[src/include/ouv_cfg.svh]
/*
 * Constants of the output under-voltage fault handler: command codes,
 * field positions, reset values and response encodings.
 * Assumes a PMBus front end that decodes transfers into command pulses.
 */
// Behaviour
// - keep a 16-bit read/write under-voltage threshold, word access, unsigned.
// - keep a read/write reaction byte; bits 7:6 pick the fault response.
// - response 00 keeps the output running through a fault.
// - response 01 runs on for the delay, then applies retry if fault remains.
// - response 10 disables the output at once, then follows the retry count.
// - response 11 holds output off while fault is present, resumes after.
// - clear-faults, status clear, reset or off-then-on clears a latched fault.
// - retry field bits 5:3; zero means stay off until cleared.
// - retry 1 to 6 tries that many restarts, then latches off.
// - retry 7 restarts without limit.
// - time between restart starts equals the delay count in units.
// - delay field gives two to the field value units, unit from elsewhere.
// - endless retry stops on off command, bias loss or another fault.
`ifndef OUV_CFG_SVH
`define OUV_CFG_SVH
// ***********************************************
// command codes and reset values
// ***********************************************
`define OUV_CODE_THR 8'h44
`define OUV_CODE_REACT 8'h45
`define OUV_THR_RST 16'h0000
`define OUV_REACT_RST 8'h00
// ***********************************************
// reaction byte fields
// ***********************************************
`define OUV_RESP_HI 7
`define OUV_RESP_LO 6
`define OUV_RETRY_HI 5
`define OUV_RETRY_LO 3
`define OUV_DLY_HI 2
`define OUV_DLY_LO 0
`define OUV_RESP_IGNORE 2'h0
`define OUV_RESP_RUNON 2'h1
`define OUV_RESP_SHUT 2'h2
`define OUV_RESP_HOLD 2'h3
`define OUV_RETRY_NONE 3'h0
`define OUV_RETRY_FOREVER 3'h7
`define OUV_ONE_UNIT 8'h01
`define OUV_TRY_ZERO 3'h0
`define OUV_TRY_STEP 3'h1
`endif

[src/include/ouv_pkg.sv]
/*
 * Types of the output under-voltage fault handler.
 * Assumes nothing beyond a SystemVerilog compiler.
 */
`default_nettype none
package ouv_pkg;
  // handler states
  typedef enum logic [2:0] {
    ST_OFF, ST_RUN, ST_RUNON, ST_WAIT, ST_TRY, ST_LATCH, ST_HOLD
  } ouv_state_type;

  // one decoded bus transfer
  typedef struct packed {
    logic [7:0] code;
    logic wr;
    logic rd;
    logic [15:0] wdata;
  } ouv_cmd_type;

  // fault clearing and power control requests
  typedef struct packed {
    logic on_cmd;
    logic clear_faults;
    logic status_clr;
    logic other_shutdown;
  } ouv_ctrl_type;
endpackage : ouv_pkg
`default_nettype wire

[src/rtl/ouv_fault.sv]
/*
 * Output under-voltage fault handler: threshold and reaction registers,
 * fault detection, run-on delay, retry sequencing and latch-off.
 * Assumes a PMBus front end giving one-cycle command pulses, a measured
 * output voltage in the same number format as the threshold, and a
 * one-cycle delay-unit tick from the delay-unit prescaler.
 */
`timescale 1ns/1ns
`default_nettype none
`include "ouv_cfg.svh"

module ouv_fault (
  // clock and reset
  input wire logic i_mclk,
  input wire logic i_nrst,
  // decoded PMBus transfers
  input wire ouv_pkg::ouv_cmd_type i_cmd,
  output logic [15:0] o_rdata,
  output logic o_rvalid,
  // control requests
  input wire ouv_pkg::ouv_ctrl_type i_ctrl,
  // measurement and timing
  input wire logic [15:0] i_vout,
  input wire logic i_unit_tick,
  // power stage and status
  output logic o_output_en,
  output logic o_uv_fault
);
  import ouv_pkg::*;

  // ***********************************************
  // registers
  // ***********************************************
  logic [15:0] thr_q, thr_d;
  logic [7:0] react_q, react_d;
  logic [15:0] rdata_q, rdata_d;
  logic rvalid_q, rvalid_d;

  // host writes and reads of the two settings
  always_comb begin
    thr_d = thr_q;
    react_d = react_q;
    rdata_d = rdata_q;
    rvalid_d = 1'b0;
    if (i_cmd.wr && i_cmd.code == `OUV_CODE_THR) begin
      thr_d = i_cmd.wdata;
    end
    if (i_cmd.wr && i_cmd.code == `OUV_CODE_REACT) begin
      react_d = i_cmd.wdata[7:0];
    end
    if (i_cmd.rd) begin
      // unmapped codes answer nothing; the front end sees no rvalid
      if (i_cmd.code == `OUV_CODE_THR) begin
        rdata_d = thr_q;
        rvalid_d = 1'b1;
      end else if (i_cmd.code == `OUV_CODE_REACT) begin
        rdata_d = {8'h00, react_q};
        rvalid_d = 1'b1;
      end
    end
  end

  always_ff @(posedge i_mclk or negedge i_nrst) begin
    if (!i_nrst) begin
      thr_q <= `OUV_THR_RST;
      react_q <= `OUV_REACT_RST;
      rdata_q <= 16'h0000;
      rvalid_q <= 1'b0;
    end else begin
      thr_q <= thr_d;
      react_q <= react_d;
      rdata_q <= rdata_d;
      rvalid_q <= rvalid_d;
    end
  end

  assign o_rdata = rdata_q;
  assign o_rvalid = rvalid_q;

  // ***********************************************
  // fields and conditions
  // ***********************************************
  logic [1:0] resp;
  logic [2:0] retry;
  logic [2:0] dly;
  logic [7:0] dly_units;
  logic uv;
  logic off_evt;
  logic clr;

  // reaction byte fields
  assign resp = react_q[`OUV_RESP_HI:`OUV_RESP_LO];
  assign retry = react_q[`OUV_RETRY_HI:`OUV_RETRY_LO];
  assign dly = react_q[`OUV_DLY_HI:`OUV_DLY_LO];
  // two to the field value, so 7 gives 128 units
  assign dly_units = `OUV_ONE_UNIT << dly;
  // unsigned compare, both in the output-voltage format
  assign uv = i_vout < thr_q;
  // off command, or another fault class shutting the unit down
  assign off_evt = !i_ctrl.on_cmd || i_ctrl.other_shutdown;
  assign clr = i_ctrl.clear_faults || i_ctrl.status_clr;

  // ***********************************************
  // response sequencer
  // ***********************************************
  ouv_state_type state_q, state_d;
  logic [7:0] timer_q, timer_d;
  logic [2:0] tries_q, tries_d;
  logic out_q, out_d;
  logic expire;
  logic load;
  logic more;

  // the timer ends on the tick that consumes its last unit
  assign expire = i_unit_tick && timer_q == `OUV_ONE_UNIT;
  // another restart allowed: endless, or count not yet reached
  assign more = retry == `OUV_RETRY_FOREVER || tries_q < retry;

  always_comb begin
    state_d = state_q;
    tries_d = tries_q;
    load = 1'b0;
    if (off_evt) begin
      // commanding off ends every sequence, retries included
      state_d = ST_OFF;
    end else begin
      unique case (state_q)
        ST_OFF: begin
          // off then on again clears any latched fault
          state_d = ST_RUN;
        end
        ST_RUN: begin
          if (uv) begin
            unique case (resp)
              `OUV_RESP_IGNORE: state_d = ST_RUN;
              `OUV_RESP_RUNON: begin
                state_d = ST_RUNON;
                load = 1'b1;
              end
              `OUV_RESP_SHUT: begin
                tries_d = `OUV_TRY_ZERO;
                if (retry == `OUV_RETRY_NONE) begin
                  state_d = ST_LATCH;
                end else begin
                  state_d = ST_WAIT;
                  load = 1'b1;
                end
              end
              `OUV_RESP_HOLD: state_d = ST_HOLD;
            endcase
          end
        end
        ST_RUNON: begin
          if (clr || !uv) begin
            state_d = ST_RUN;
          end else if (expire) begin
            // fault outlived the run-on delay: apply retry setting
            tries_d = `OUV_TRY_ZERO;
            if (retry == `OUV_RETRY_NONE) begin
              state_d = ST_LATCH;
            end else begin
              state_d = ST_WAIT;
              load = 1'b1;
            end
          end
        end
        ST_WAIT: begin
          if (clr) begin
            state_d = ST_RUN;
          end else if (expire) begin
            state_d = ST_TRY;
            tries_d = tries_q + `OUV_TRY_STEP;
            load = 1'b1;
          end
        end
        ST_TRY: begin
          if (clr) begin
            state_d = ST_RUN;
          end else if (expire) begin
            if (!uv) begin
              state_d = ST_RUN;
            end else if (more) begin
              // next attempt starts one delay after the last start
              state_d = ST_TRY;
              tries_d = tries_q + `OUV_TRY_STEP;
              load = 1'b1;
            end else begin
              state_d = ST_LATCH;
            end
          end
        end
        ST_LATCH: begin
          if (clr) begin
            state_d = ST_RUN;
          end
        end
        ST_HOLD: begin
          // no latch here: output returns as soon as the fault goes
          if (!uv) begin
            state_d = ST_RUN;
          end
        end
        default: state_d = ST_OFF; // unused code: fail safe, output off
      endcase
    end
    // retry endless mode lets the count wrap; only more looks at it
    timer_d = timer_q;
    if (load) begin
      timer_d = dly_units;
    end else if (i_unit_tick && timer_q != 8'h00) begin
      timer_d = timer_q - `OUV_ONE_UNIT;
    end
    out_d = state_d == ST_RUN || state_d == ST_RUNON ||
            state_d == ST_TRY;
  end

  always_ff @(posedge i_mclk or negedge i_nrst) begin
    if (!i_nrst) begin
      state_q <= ST_OFF;
      timer_q <= 8'h00;
      tries_q <= `OUV_TRY_ZERO;
      out_q <= 1'b0;
    end else begin
      state_q <= state_d;
      timer_q <= timer_d;
      tries_q <= tries_d;
      out_q <= out_d;
    end
  end

  assign o_output_en = out_q;

  // ***********************************************
  // status bit
  // ***********************************************
  logic sts_q, sts_d;

  // sticky; a fault in the clearing cycle still sets the bit
  always_comb begin
    sts_d = sts_q;
    if (clr || off_evt) begin
      sts_d = 1'b0;
    end
    if (uv && out_q) begin
      sts_d = 1'b1;
    end
  end

  always_ff @(posedge i_mclk or negedge i_nrst) begin
    if (!i_nrst) begin
      sts_q <= 1'b0;
    end else begin
      sts_q <= sts_d;
    end
  end

  assign o_uv_fault = sts_q;

  // ***********************************************
  // checks
  // ***********************************************
  chk_thr_write: assert property (
    @(posedge i_mclk) disable iff (!i_nrst)
    i_cmd.wr && i_cmd.code == `OUV_CODE_THR |=>
      thr_q == $past(i_cmd.wdata))
    else $error("threshold write not stored");

  chk_react_read: assert property (
    @(posedge i_mclk) disable iff (!i_nrst)
    i_cmd.rd && !i_cmd.wr && i_cmd.code == `OUV_CODE_REACT |=>
      o_rvalid && o_rdata == {8'h00, react_q})
    else $error("reaction read wrong");

  chk_ignore_runs: assert property (
    @(posedge i_mclk) disable iff (!i_nrst)
    state_q == ST_RUN && resp == `OUV_RESP_IGNORE && !off_evt |=>
      o_output_en)
    else $error("ignore mode dropped output");

  chk_runon_keeps: assert property (
    @(posedge i_mclk) disable iff (!i_nrst)
    state_q == ST_RUN && uv && resp == `OUV_RESP_RUNON &&
      !off_evt |=> o_output_en && timer_q == $past(dly_units))
    else $error("run-on did not start delay");

  chk_shut_now: assert property (
    @(posedge i_mclk) disable iff (!i_nrst)
    state_q == ST_RUN && uv && resp == `OUV_RESP_SHUT |=>
      !o_output_en)
    else $error("shutdown not immediate");

  chk_hold_off: assert property (
    @(posedge i_mclk) disable iff (!i_nrst)
    state_q == ST_HOLD && !off_evt |=> o_output_en == !$past(uv))
    else $error("hold mode output wrong");

  chk_clear_resume: assert property (
    @(posedge i_mclk) disable iff (!i_nrst)
    state_q == ST_LATCH && clr && !off_evt |=> o_output_en)
    else $error("clear did not release latch");

  chk_latch_stays: assert property (
    @(posedge i_mclk) disable iff (!i_nrst)
    state_q == ST_LATCH && !clr |=> !o_output_en)
    else $error("latched output came back");

  chk_try_limit: assert property (
    @(posedge i_mclk) disable iff (!i_nrst)
    state_q == ST_TRY && retry != `OUV_RETRY_FOREVER |->
      tries_q <= retry)
    else $error("too many restart attempts");

  chk_retry_gap: assert property (
    @(posedge i_mclk) disable iff (!i_nrst)
    state_q == ST_WAIT && state_d == ST_TRY |=>
      timer_q == dly_units && o_output_en)
    else $error("retry interval not reloaded");

  chk_off_stops: assert property (
    @(posedge i_mclk) disable iff (!i_nrst)
    off_evt |=> !o_output_en && state_q == ST_OFF)
    else $error("off command did not stop");

  chk_sts_set: assert property (
    @(posedge i_mclk) disable iff (!i_nrst)
    uv && o_output_en |=> o_uv_fault)
    else $error("fault status not set");

endmodule : ouv_fault
`default_nettype wire

[config.mk]
export PLATFORM = sky130hd
export DESIGN_NAME = ouv_fault
export DESIGN_NICKNAME = d
export VERILOG_FILES = /design/src/include/ouv_pkg.sv /design/src/rtl/ouv_fault.sv
export VERILOG_INCLUDE_DIRS = /design/src /design/src/include
export SDC_FILE = /design/constraint.sdc
export NUM_CORES = 1
export LEC_CHECK = 0
export ABC_AREA = 1
export BUFFER_PORTS_ARGS = -buffer_cell sky130_fd_sc_hd__clkbuf_2
export CAP_MARGIN = 20
export CORE_MARGIN = 2
export CORE_UTILIZATION = 35
export DETAILED_ROUTE_END_ITERATION = 10
export MAX_ROUTING_LAYER = met4
export PLACE_DENSITY = 0.59
export REMOVE_ABC_BUFFERS = 1
export SYNTH_ARGS = -nofsm -noshare
export SYNTH_HDL_FRONTEND = slang
export SYNTH_SLANG_ARGS = --single-unit
[constraint.sdc]
create_clock -name i_mclk -period 3.03 [get_ports i_mclk]
set_clock_uncertainty 0.2 [all_clocks]
set_input_delay 0.303 -clock i_mclk [delete_from_list [all_inputs] [get_ports i_mclk]]
set_output_delay 0.303 -clock i_mclk [all_outputs]
set_load 0.02 [all_outputs]
==> impl_summary.md, run 1 <==
Routing
For this block, the routed nets add up to 8595 microns of wire. For this block, the via count after detailed routing is 3304. The detailed router finished its first iteration with 230 violations. Once detail routing completed, the nets flagged for antenna violations numbered 0. The via count normalized by instance count is 4.781. For this run, the detailed router's first-pass iteration total came to 4.

The post-detailed-route DRC marker count is 0. The average detailed-routed wire length per instance is 12.44 microns.

Worst setup path
In this run the worst path has a maximum fanout of 7. The critical path capture point type is a flop. The launch point of the critical path is thr_q[5].

The critical path endpoint is state_q[0]. The worst setup path is launched from a flop. The worst-case reg-to-reg path depth is 13. The capture point of the worst reg-to-reg path is state_q[0]. The source of the worst register-to-register timing path is thr_q[5]. The worst path required time is 3.04 ns.

The arrival time of the worst setup path is 2.79 ns. The category of the most critical setup path is reg -> reg. For flop-to-flop paths, the worst setup slack is 0.26 ns.

Floorplanning
The initialized floorplan defines 36 standard-cell rows. The die is 104.9 microns wide. From bottom edge to top edge, the die measures 104.9 microns. The total area inside the core boundary comes to 9819 sq um.

For this configuration, the core starts out at a cell density of 36.28%. Pin placement for this block handled 68 I/O pins. The die footprint is 11000 sq um.

Layout
In the final layout, the share of cells above drive strength 1 is 20.97%. The number of antenna diodes in the final layout is 0. The relative area change from synthesis to final layout is 22.20%. The number of nets at the end of the flow is 626. The final cell count without fillers is 691.

The top cell types in the final layout, fill and taps aside, are nand2_1 (115), inv_1 (69), clkbuf_2 (67). The most common cell after layout, fill and taps aside is nand2_1. Fill cells in the final layout number 1045.

Power and ir drop
Across the VDD grid, the largest voltage drop is 0.0002370 V. The switching share of power is 31.97%. The cell leakage power is 2.249 nW. The design internal power is 1.469 mW.

The analysis attributes to net switching a power of 0.6902 mW. The share of total power dissipated in combinational logic is 23.1%. The share of total power dissipated in the clock network is 34.9%. The sequential group share of total power is 42.0%. For this design the ratio of total power to cell area is 495.9 nW/um^2.

Synthesis
The count of synthesis-stage warnings from yosys is 0. The xor and xnor area share after synthesis is 1.721%. The post-synth design cell area is 3562 sq um.

By area, the combinational part of the netlist is dominated by simple AND/OR/NAND/NOR gates. The fraction of synthesized area in multiplexers is 0%. The netlist uses 36 different library cells. The synthesized area per cell is 7.563 sq um. Of the total synthesized cell area, the portion taken by full adders, half adders and majority gates is 8.430%.

After Yosys synthesis, and, or, nand and nor cells account for 27.22% of the synthesized area. For this run, the register share of the synthesized area comes to 40.04%. The flop and latch count out of synthesis is 57. The share of the synthesized area in compound gates (AO/OA/AOI/OAI) is 13.35%. The number of standard cells after synthesis is 471.

Status
The run finished with clean final reports.

Clocking
Counting every sink on the clock net gives 57. After clock tree synthesis, the clock-pin slew on the worst setup and hold paths is 0.07 ns. The root buffer selected by CTS is clkbuf_8. The number of buffers on the longest clock path is 2. TritonCTS built the clock tree. The clock reaches the later pin of the worst-skew pair after 0.33 ns. The number of H-tree branching levels is 3. Clock tree synthesis inserted a total of 9 buffers.

Global route
Global routing used 17.09% of the available tracks across all layers. After global routing the overflow that remains totals 0. Entering global routing, the biggest net connects 58 pins.

The wire length of the first global-routing pass is 14950 microns. The number of global-route vias before repair is 3226. The initial antenna violation count is 0.

STA
The number of endpoints with negative hold slack in the final report is 0. Timing would allow up to 360.6 MHz. At the pin with the least slew margin, the transition time is 0.7241 ns.

The worst slew slack as a fraction of its limit is 51.73%. The time the worst path needs with I/O delays and setup is 2.773 ns. Setup repair after global routing left no endpoint under its margin. Setup violations remaining at the end of the flow were counted as 0. The period utilization is 91.52%.

Setup slack closes at 0.2570 ns. The total negative slack for setup checks is 0 ns. The final-report max-slew violation count was 0.

Placement
Port buffering added 67 buffers. The weighted congestion at the end of routability-driven global placement is 0.8657. Including well taps, the total number of placed cells is 668. The pre-CTS setup slack is 0.5684 ns. Detailed placement finished with a half-perimeter wire length of 6689 microns.

Worst hold path
The startpoint identified for the worst hold timing path is i_cmd[5]. The worst hold-check path type is in -> reg.

Run
The tool flagged a number of max-cap violations equal to 0.
-- critical path: stages (launching register included) --
cell           delay (ns)
dfrtp_1              0.34
inv_1                0.05
ha_1                 0.28
a21oi_1              0.16
nor2_1               0.05
nor3_1               0.14
nand2_1              0.10
nand2_2              0.14
nand2_1              0.16
a21oi_1              0.17
nand3_1              0.10
nor2_2               0.15
nor3_1               0.06
dlygate4sd3_1        0.55
-- cell type report --
class | count | area (sq um) | area share (%)
Timing Repair Buffer | 81 | 455.4 | 10.46
Clock buffer | 11 | 151.4 | 3.478
Inverter | 75 | 281.5 | 6.467
Tap cell | 133 | 166.4 | 3.823
Clock inverter | 5 | 62.56 | 1.437
Sequential cell | 57 | 1426 | 32.77
Multi-Input combinational cell | 329 | 1809 | 41.56
-- per-stage QoR --
step / util (%) / hold WS (ns) / cell area (sq um) / power (mW)
3_5_place_dp: 41.44 / 0.2650 / 4069 / 1.416
2_1_floorplan: - / -0.1926 / 3515 / 1.265
4_1_cts: 44.23 / 0.001082 / 4343 / 2.190
6_report: 44.33 / 0.01025 / 4353 / 2.159
5_1_grt: 44.33 / 0.008403 / 4353 / 2.323
3_3_place_gp: 41.44 / 0.2651 / 4069 / 1.401
-- state kept, by name, summed over array words and instances, names as in the netlist --
register,cells
o_output_en,1
o_rdata,16
o_rvalid,1
o_uv_fault,1
react_q,8
state_q,3
thr_q,16
timer_q,8
tries_q,3
-- repair_timing --
item | in CTS | in global routing
hold buffers | 6 | 0
resized for setup | 0 | 2
endpoints found under the hold margin | 61 | 0
buffers inserted | 0 | 1
setup endpoints to repair | 0 | 1
-- cells by family after synthesis --
group | count (synthesis)
DFF | 57
AOI/OAI and AO/OA | 83
xor gates and xnor gates | 7
buffers and inverters | 85
adders and majority gates | 24
and+or+nand+nor | 215
-- routing by layer --
metal | part of all wire, % | GRT usage (%)
met5 | 0 | -
met4 | 1.0 | 5.524
met3 | 4.2 | 2.807
met2 | 47 | 27.55
met1 | 47 | 21.99
-- Yosys cell counts --
master	instances	area share, %
a32o_1	1	0.28
xor2_1	4	0.98
inv_1	69	7.3
a21oi_1	18	2.5
nor2_2	5	0.88
nor3_4	1	0.46
nand3_2	1	0.28
o22ai_1	1	0.18
buf_6	1	0.32
nor3_1	7	0.98
clkbuf_1	7	0.74
nand2_1	115	12
nand2_2	4	0.70
o211ai_4	1	0.60
a211oi_1	1	0.21
nand3_1	34	4.8
nor2_1	30	3.2
a21boi_0	1	0.21
o21ai_1	10	1.4
o31ai_4	1	0.60
ha_1	24	8.4
o21ai_2	3	0.74
nand2_4	2	0.63
nor4_1	2	0.35
nor4_2	2	0.70
o211ai_1	1	0.21
dfrtp_1	57	40
xnor2_1	3	0.74
o21ai_0	44	6.2
o31ai_1	1	0.21
buf_2	2	0.28
or4_1	1	0.21
nand4_1	10	1.8
nand3b_1	1	0.21
clkinv_1	1	0.11
inv_2	5	0.53
-- how the worst min path moves through the flow --
stage	end	slack (ns)	depth (start not counted)
after floorplan	o_output_en	-0.19	0
after global placement	o_rdata[7]	0.27	2
after detailed placement	o_rdata[3]	0.27	2
after CTS	thr_q[10]	0.001	3
after global routing	react_q[5]	0.008	3
final	react_q[5]	0.01	3
-- power by group through the flow --
stage | combinational (mW) | sequential (mW) | clock, mW
finish | 0.499 | 0.906 | 0.753
global route | 0.586 | 0.917 | 0.820
CTS | 0.504 | 0.908 | 0.778
detailed placement | 0.494 | 0.922 | 0
global placement | 0.484 | 0.917 | 0
floorplan | 0.346 | 0.919 | 0
Note: power is estimated with default switching activity, not from simulation.
==> run 2: changes to the inputs <==
==> constraint.sdc (replaced) <==
create_clock -name i_mclk -period 2.79 [get_ports i_mclk]
set_clock_uncertainty 0.2 [all_clocks]
set_input_delay 0.279 -clock i_mclk [delete_from_list [all_inputs] [get_ports i_mclk]]
set_output_delay 0.279 -clock i_mclk [all_outputs]
set_load 0.02 [all_outputs]
==> run 2 against run 1 <==
Net effect: sequential power increased by 8.6%; combinational power increased by 11%; first-iteration DRC count decreased by 27%; die area unchanged; clock power increased by 3.9%; utilization increased by 0.80 points; sequential share of layout area decreased by 0.58 points; final area increased by 1.8%; fmax increased by 10%; worst hold slack improved by 0.0027 ns; critical endpoint is now timer_q[3]; largest cell class unchanged.
==> impl_summary.md, run 2 (synthesis results as in run 1) <==
Status
The flow ran to the end, and the final reports show no timing, DRC or antenna violations.

STA
The count of endpoints failing setup in the final report is 0 (unchanged). The final-report max-slew violation count came to 0 (unchanged). The time the worst path needs with I/O delays and setup came to 2.512 ns (-0.2606 ns). The total negative slack for setup checks was 0 ns (unchanged). The slew at the pin with the worst max-slew slack is 0.4861 ns (-0.2380 ns).

Setup repair after global routing left no endpoint under its margin. The final worst-path setup slack came to 0.2776 ns (+0.02058 ns). The highest clock rate is 398.0 MHz (+10%). The number of endpoints with negative hold slack in the final report is 0 (unchanged). The worst hold slack after final layout is 0.01300 ns (+0.002746 ns). The period utilization came to 90.05% (-1.5 points). The worst slew slack as a fraction of its limit came to 67.52% (+16 points).

Clocking
The number of buffers on the longest clock path is 2 (unchanged). The clock tree from TritonCTS is yes. The root buffer cell chosen for the clock tree is clkbuf_8. The number of clock sinks is 57 (unchanged). The clock-pin slew on the worst setup and hold paths was 0.06 ns (about the same).

The number of H-tree branching levels is 3 (unchanged). The clock buffer count from CTS is 9 (unchanged). The clock latency reported for the late side of the worst-skew pair is 0.34 ns (about the same).

Routing
The routed wire length on met2 was 4012 microns (-1.4%). The post-detailed-routing wire length is 8711 microns (+1.3%). The via count normalized by instance count is 4.774 (-0.16%). The top metal layer carrying routed signals is met4.

The remaining antenna violation count after routing was 0 (unchanged). The detailed-routed wire length on met3 is 265 microns (-27%). The violation count after the first detailed-routing iteration is 168 (-27%). The post-detailed-route DRC marker count is 0 (unchanged). The first-pass iteration count of the detailed router was 4 (unchanged).

The detailed-route via count is 3332 (+0.85%). The average detailed-routed wire length per instance is 12.48 microns (+0.33%). The routed metal-1 wire length came to 4216 microns (+3.5%).

Global route
The initial antenna violation count is 0 (unchanged). The pin count of the biggest net entering global routing is 58 (unchanged). The number of global-route vias before repair came to 3315 (+2.8%). The wire length of the first global-routing pass came to 14990 microns (+0.23%). The all-layer global routing usage was 17.20% (+0.11 points).

The aggregate global routing overflow is 0 (unchanged).

Worst setup path
The worst path required time is 2.86 ns (-0.18 ns). STA classifies the critical path startpoint as a flop. The library cell contributing the largest single delay on the critical path is dfrtp_1.

The signal on the critical path passes through inv_1 -> ha_1 -> a21oi_1 -> nor2_1 -> nor3_1 -> nand2_1 -> nand2_2 -> nand4_1 -> o211ai_4 -> nand2_4 -> o21ai_0 -> nand2_1 -> nand2_1. The biggest cell delay along the critical path was 0.35 ns (-0.20 ns). The arrival time of the worst setup path is 2.58 ns (-0.21 ns). The buffers plus inverters on the worst setup path was 1 (-1).

The worst-path maximum fanout is 16 (+9). STA classifies the critical path endpoint as a flop. The most numerous cell type found on the critical path is nand2_1. The reg2reg setup slack is 0.28 ns (+0.02 ns).

The kind of cell with the highest combined delay on the critical path is simple AND/OR/NAND/NOR gates. The category of the most critical setup path is reg -> reg.

Power and ir drop
The power density over the cells came to 523.5 nW/um^2 (+5.6%). The worst IR drop on VDD is 0.0002772 V (+17%). The cell leakage power is 2.287 nW (+1.7%).

Placement
The pre-CTS setup slack is 0.2776 ns (-0.2908 ns). The count of input and output buffers is 67 (unchanged). The weighted congestion at the end of routability-driven global placement is 0.8804 (+1.7%).

The number of placed cells counting well taps is 669 (+0.15%). The placed wire-length estimate after detailed placement is 6666 microns (-0.35%).

Layout
The final cell count without fillers is 698 (+1.0%). The share of layout cells above drive strength 1 came to 20.35% (-0.61 points). The number of nets at the end of the flow is 634 (+1.3%). The library cell used most frequently in the layout, excluding fill and tap cells, is nand2_1.

The relative area change from synthesis to final layout is 24.41%. Leaving out fill and tap cells, the most frequent cells in the layout are nand2_1 (114), inv_1 (69), clkbuf_2 (67). The number of antenna repair diodes was 0 (unchanged).

Floorplanning
The die height is 104.9 microns (unchanged). The initial standard-cell utilization of the core came to 36.28% (unchanged). The number of top-level pins is 68 (unchanged).

The overall die width came to 104.9 microns (unchanged). The die footprint was 11000 sq um (unchanged). The placeable core region is 9819 sq um (unchanged). The site row count is 36 (unchanged).

Run
The reported max-cap violation count is 0 (unchanged).

Worst hold path
The tightest min-delay check is of the in -> reg type.
[run 2: changes by cell type in the layout (fill, tap and decap cells not counted), moves of 2 or more]
cell / previous run / this run
clkinv_2: 0 / 2
nor2_2: 6 / 4
dlygate4sd3_1: 6 / 14
clkinvlp_4: 2 / 0
[run 2: layout make-up]
| cell class | instances | area [sq um] |
|---|---|---|
| fillers | 1045 | 5388 |
| multi-input cells | 329 | 1814 |
| flip-flops and latches | 57 | 1426 |
| repair buffers | 89 | 548.0 |
| inverters | 75 | 281.5 |
| well taps | 133 | 166.4 |
| clock buffers | 12 | 155.1 |
| clock inverters | 3 | 40.04 |
[run 2: worst reg2reg max path: stages (launching register included)]
cell      delay [ns]
dfrtp_1         0.35
inv_1           0.05
ha_1            0.29
a21oi_1         0.17
nor2_1          0.06
nor3_1          0.17
nand2_1         0.10
nand2_2         0.15
nand4_1         0.18
o211ai_4        0.29
nand2_4         0.17
o21ai_0         0.13
nand2_1         0.09
nand2_1         0.06
[run 2: power breakdown]
| part | internal, mW | switching [mW] |
|---|---|---|
| clock | 0.454 | 0.329 |
| combinational | 0.229 | 0.325 |
| sequential | 0.909 | 0.0744 |
[run 2: stage by stage]
step | utilization (%) | area [sq um] | power [mW]
floorplan | - | 3515 | 1.374
global placement | 41.64 | 4089 | 1.524
detailed placement | 41.64 | 4089 | 1.541
CTS | 45.06 | 4424 | 2.349
global route | 45.13 | 4432 | 2.476
finish | 45.13 | 4432 | 2.320
[run 2: layer usage]
metal | track usage, % | up-vias
met2 | 26.62 | 57
met1 | 22.59 | 1548
li1 | - | 1709
met5 | - | -
met3 | 2.620 | 18
met4 | 7.048 | 0
[run 2: path summary, 6_finish.rpt]
path | endpoint | start | depth (start not counted)
setup reg to reg | timer_q[3] | thr_q[5] | 13
hold reg to reg | o_rdata[4] | o_rdata[4] | 2
min in group asynchronous | o_rdata[14] | i_nrst | 3
setup / recovery | timer_q[3] | thr_q[5] | 13
hold / removal | thr_q[10] | i_cmd[10] | 3
max in group asynchronous | o_uv_fault | i_nrst | 3
[run 2: what timing repair did]
action                     CTS  global route
hold buffers                14             0
setup buffers                0             0
gates resized for setup      0             2
hold endpoints to repair    71             0
setup endpoints to repair    0             2
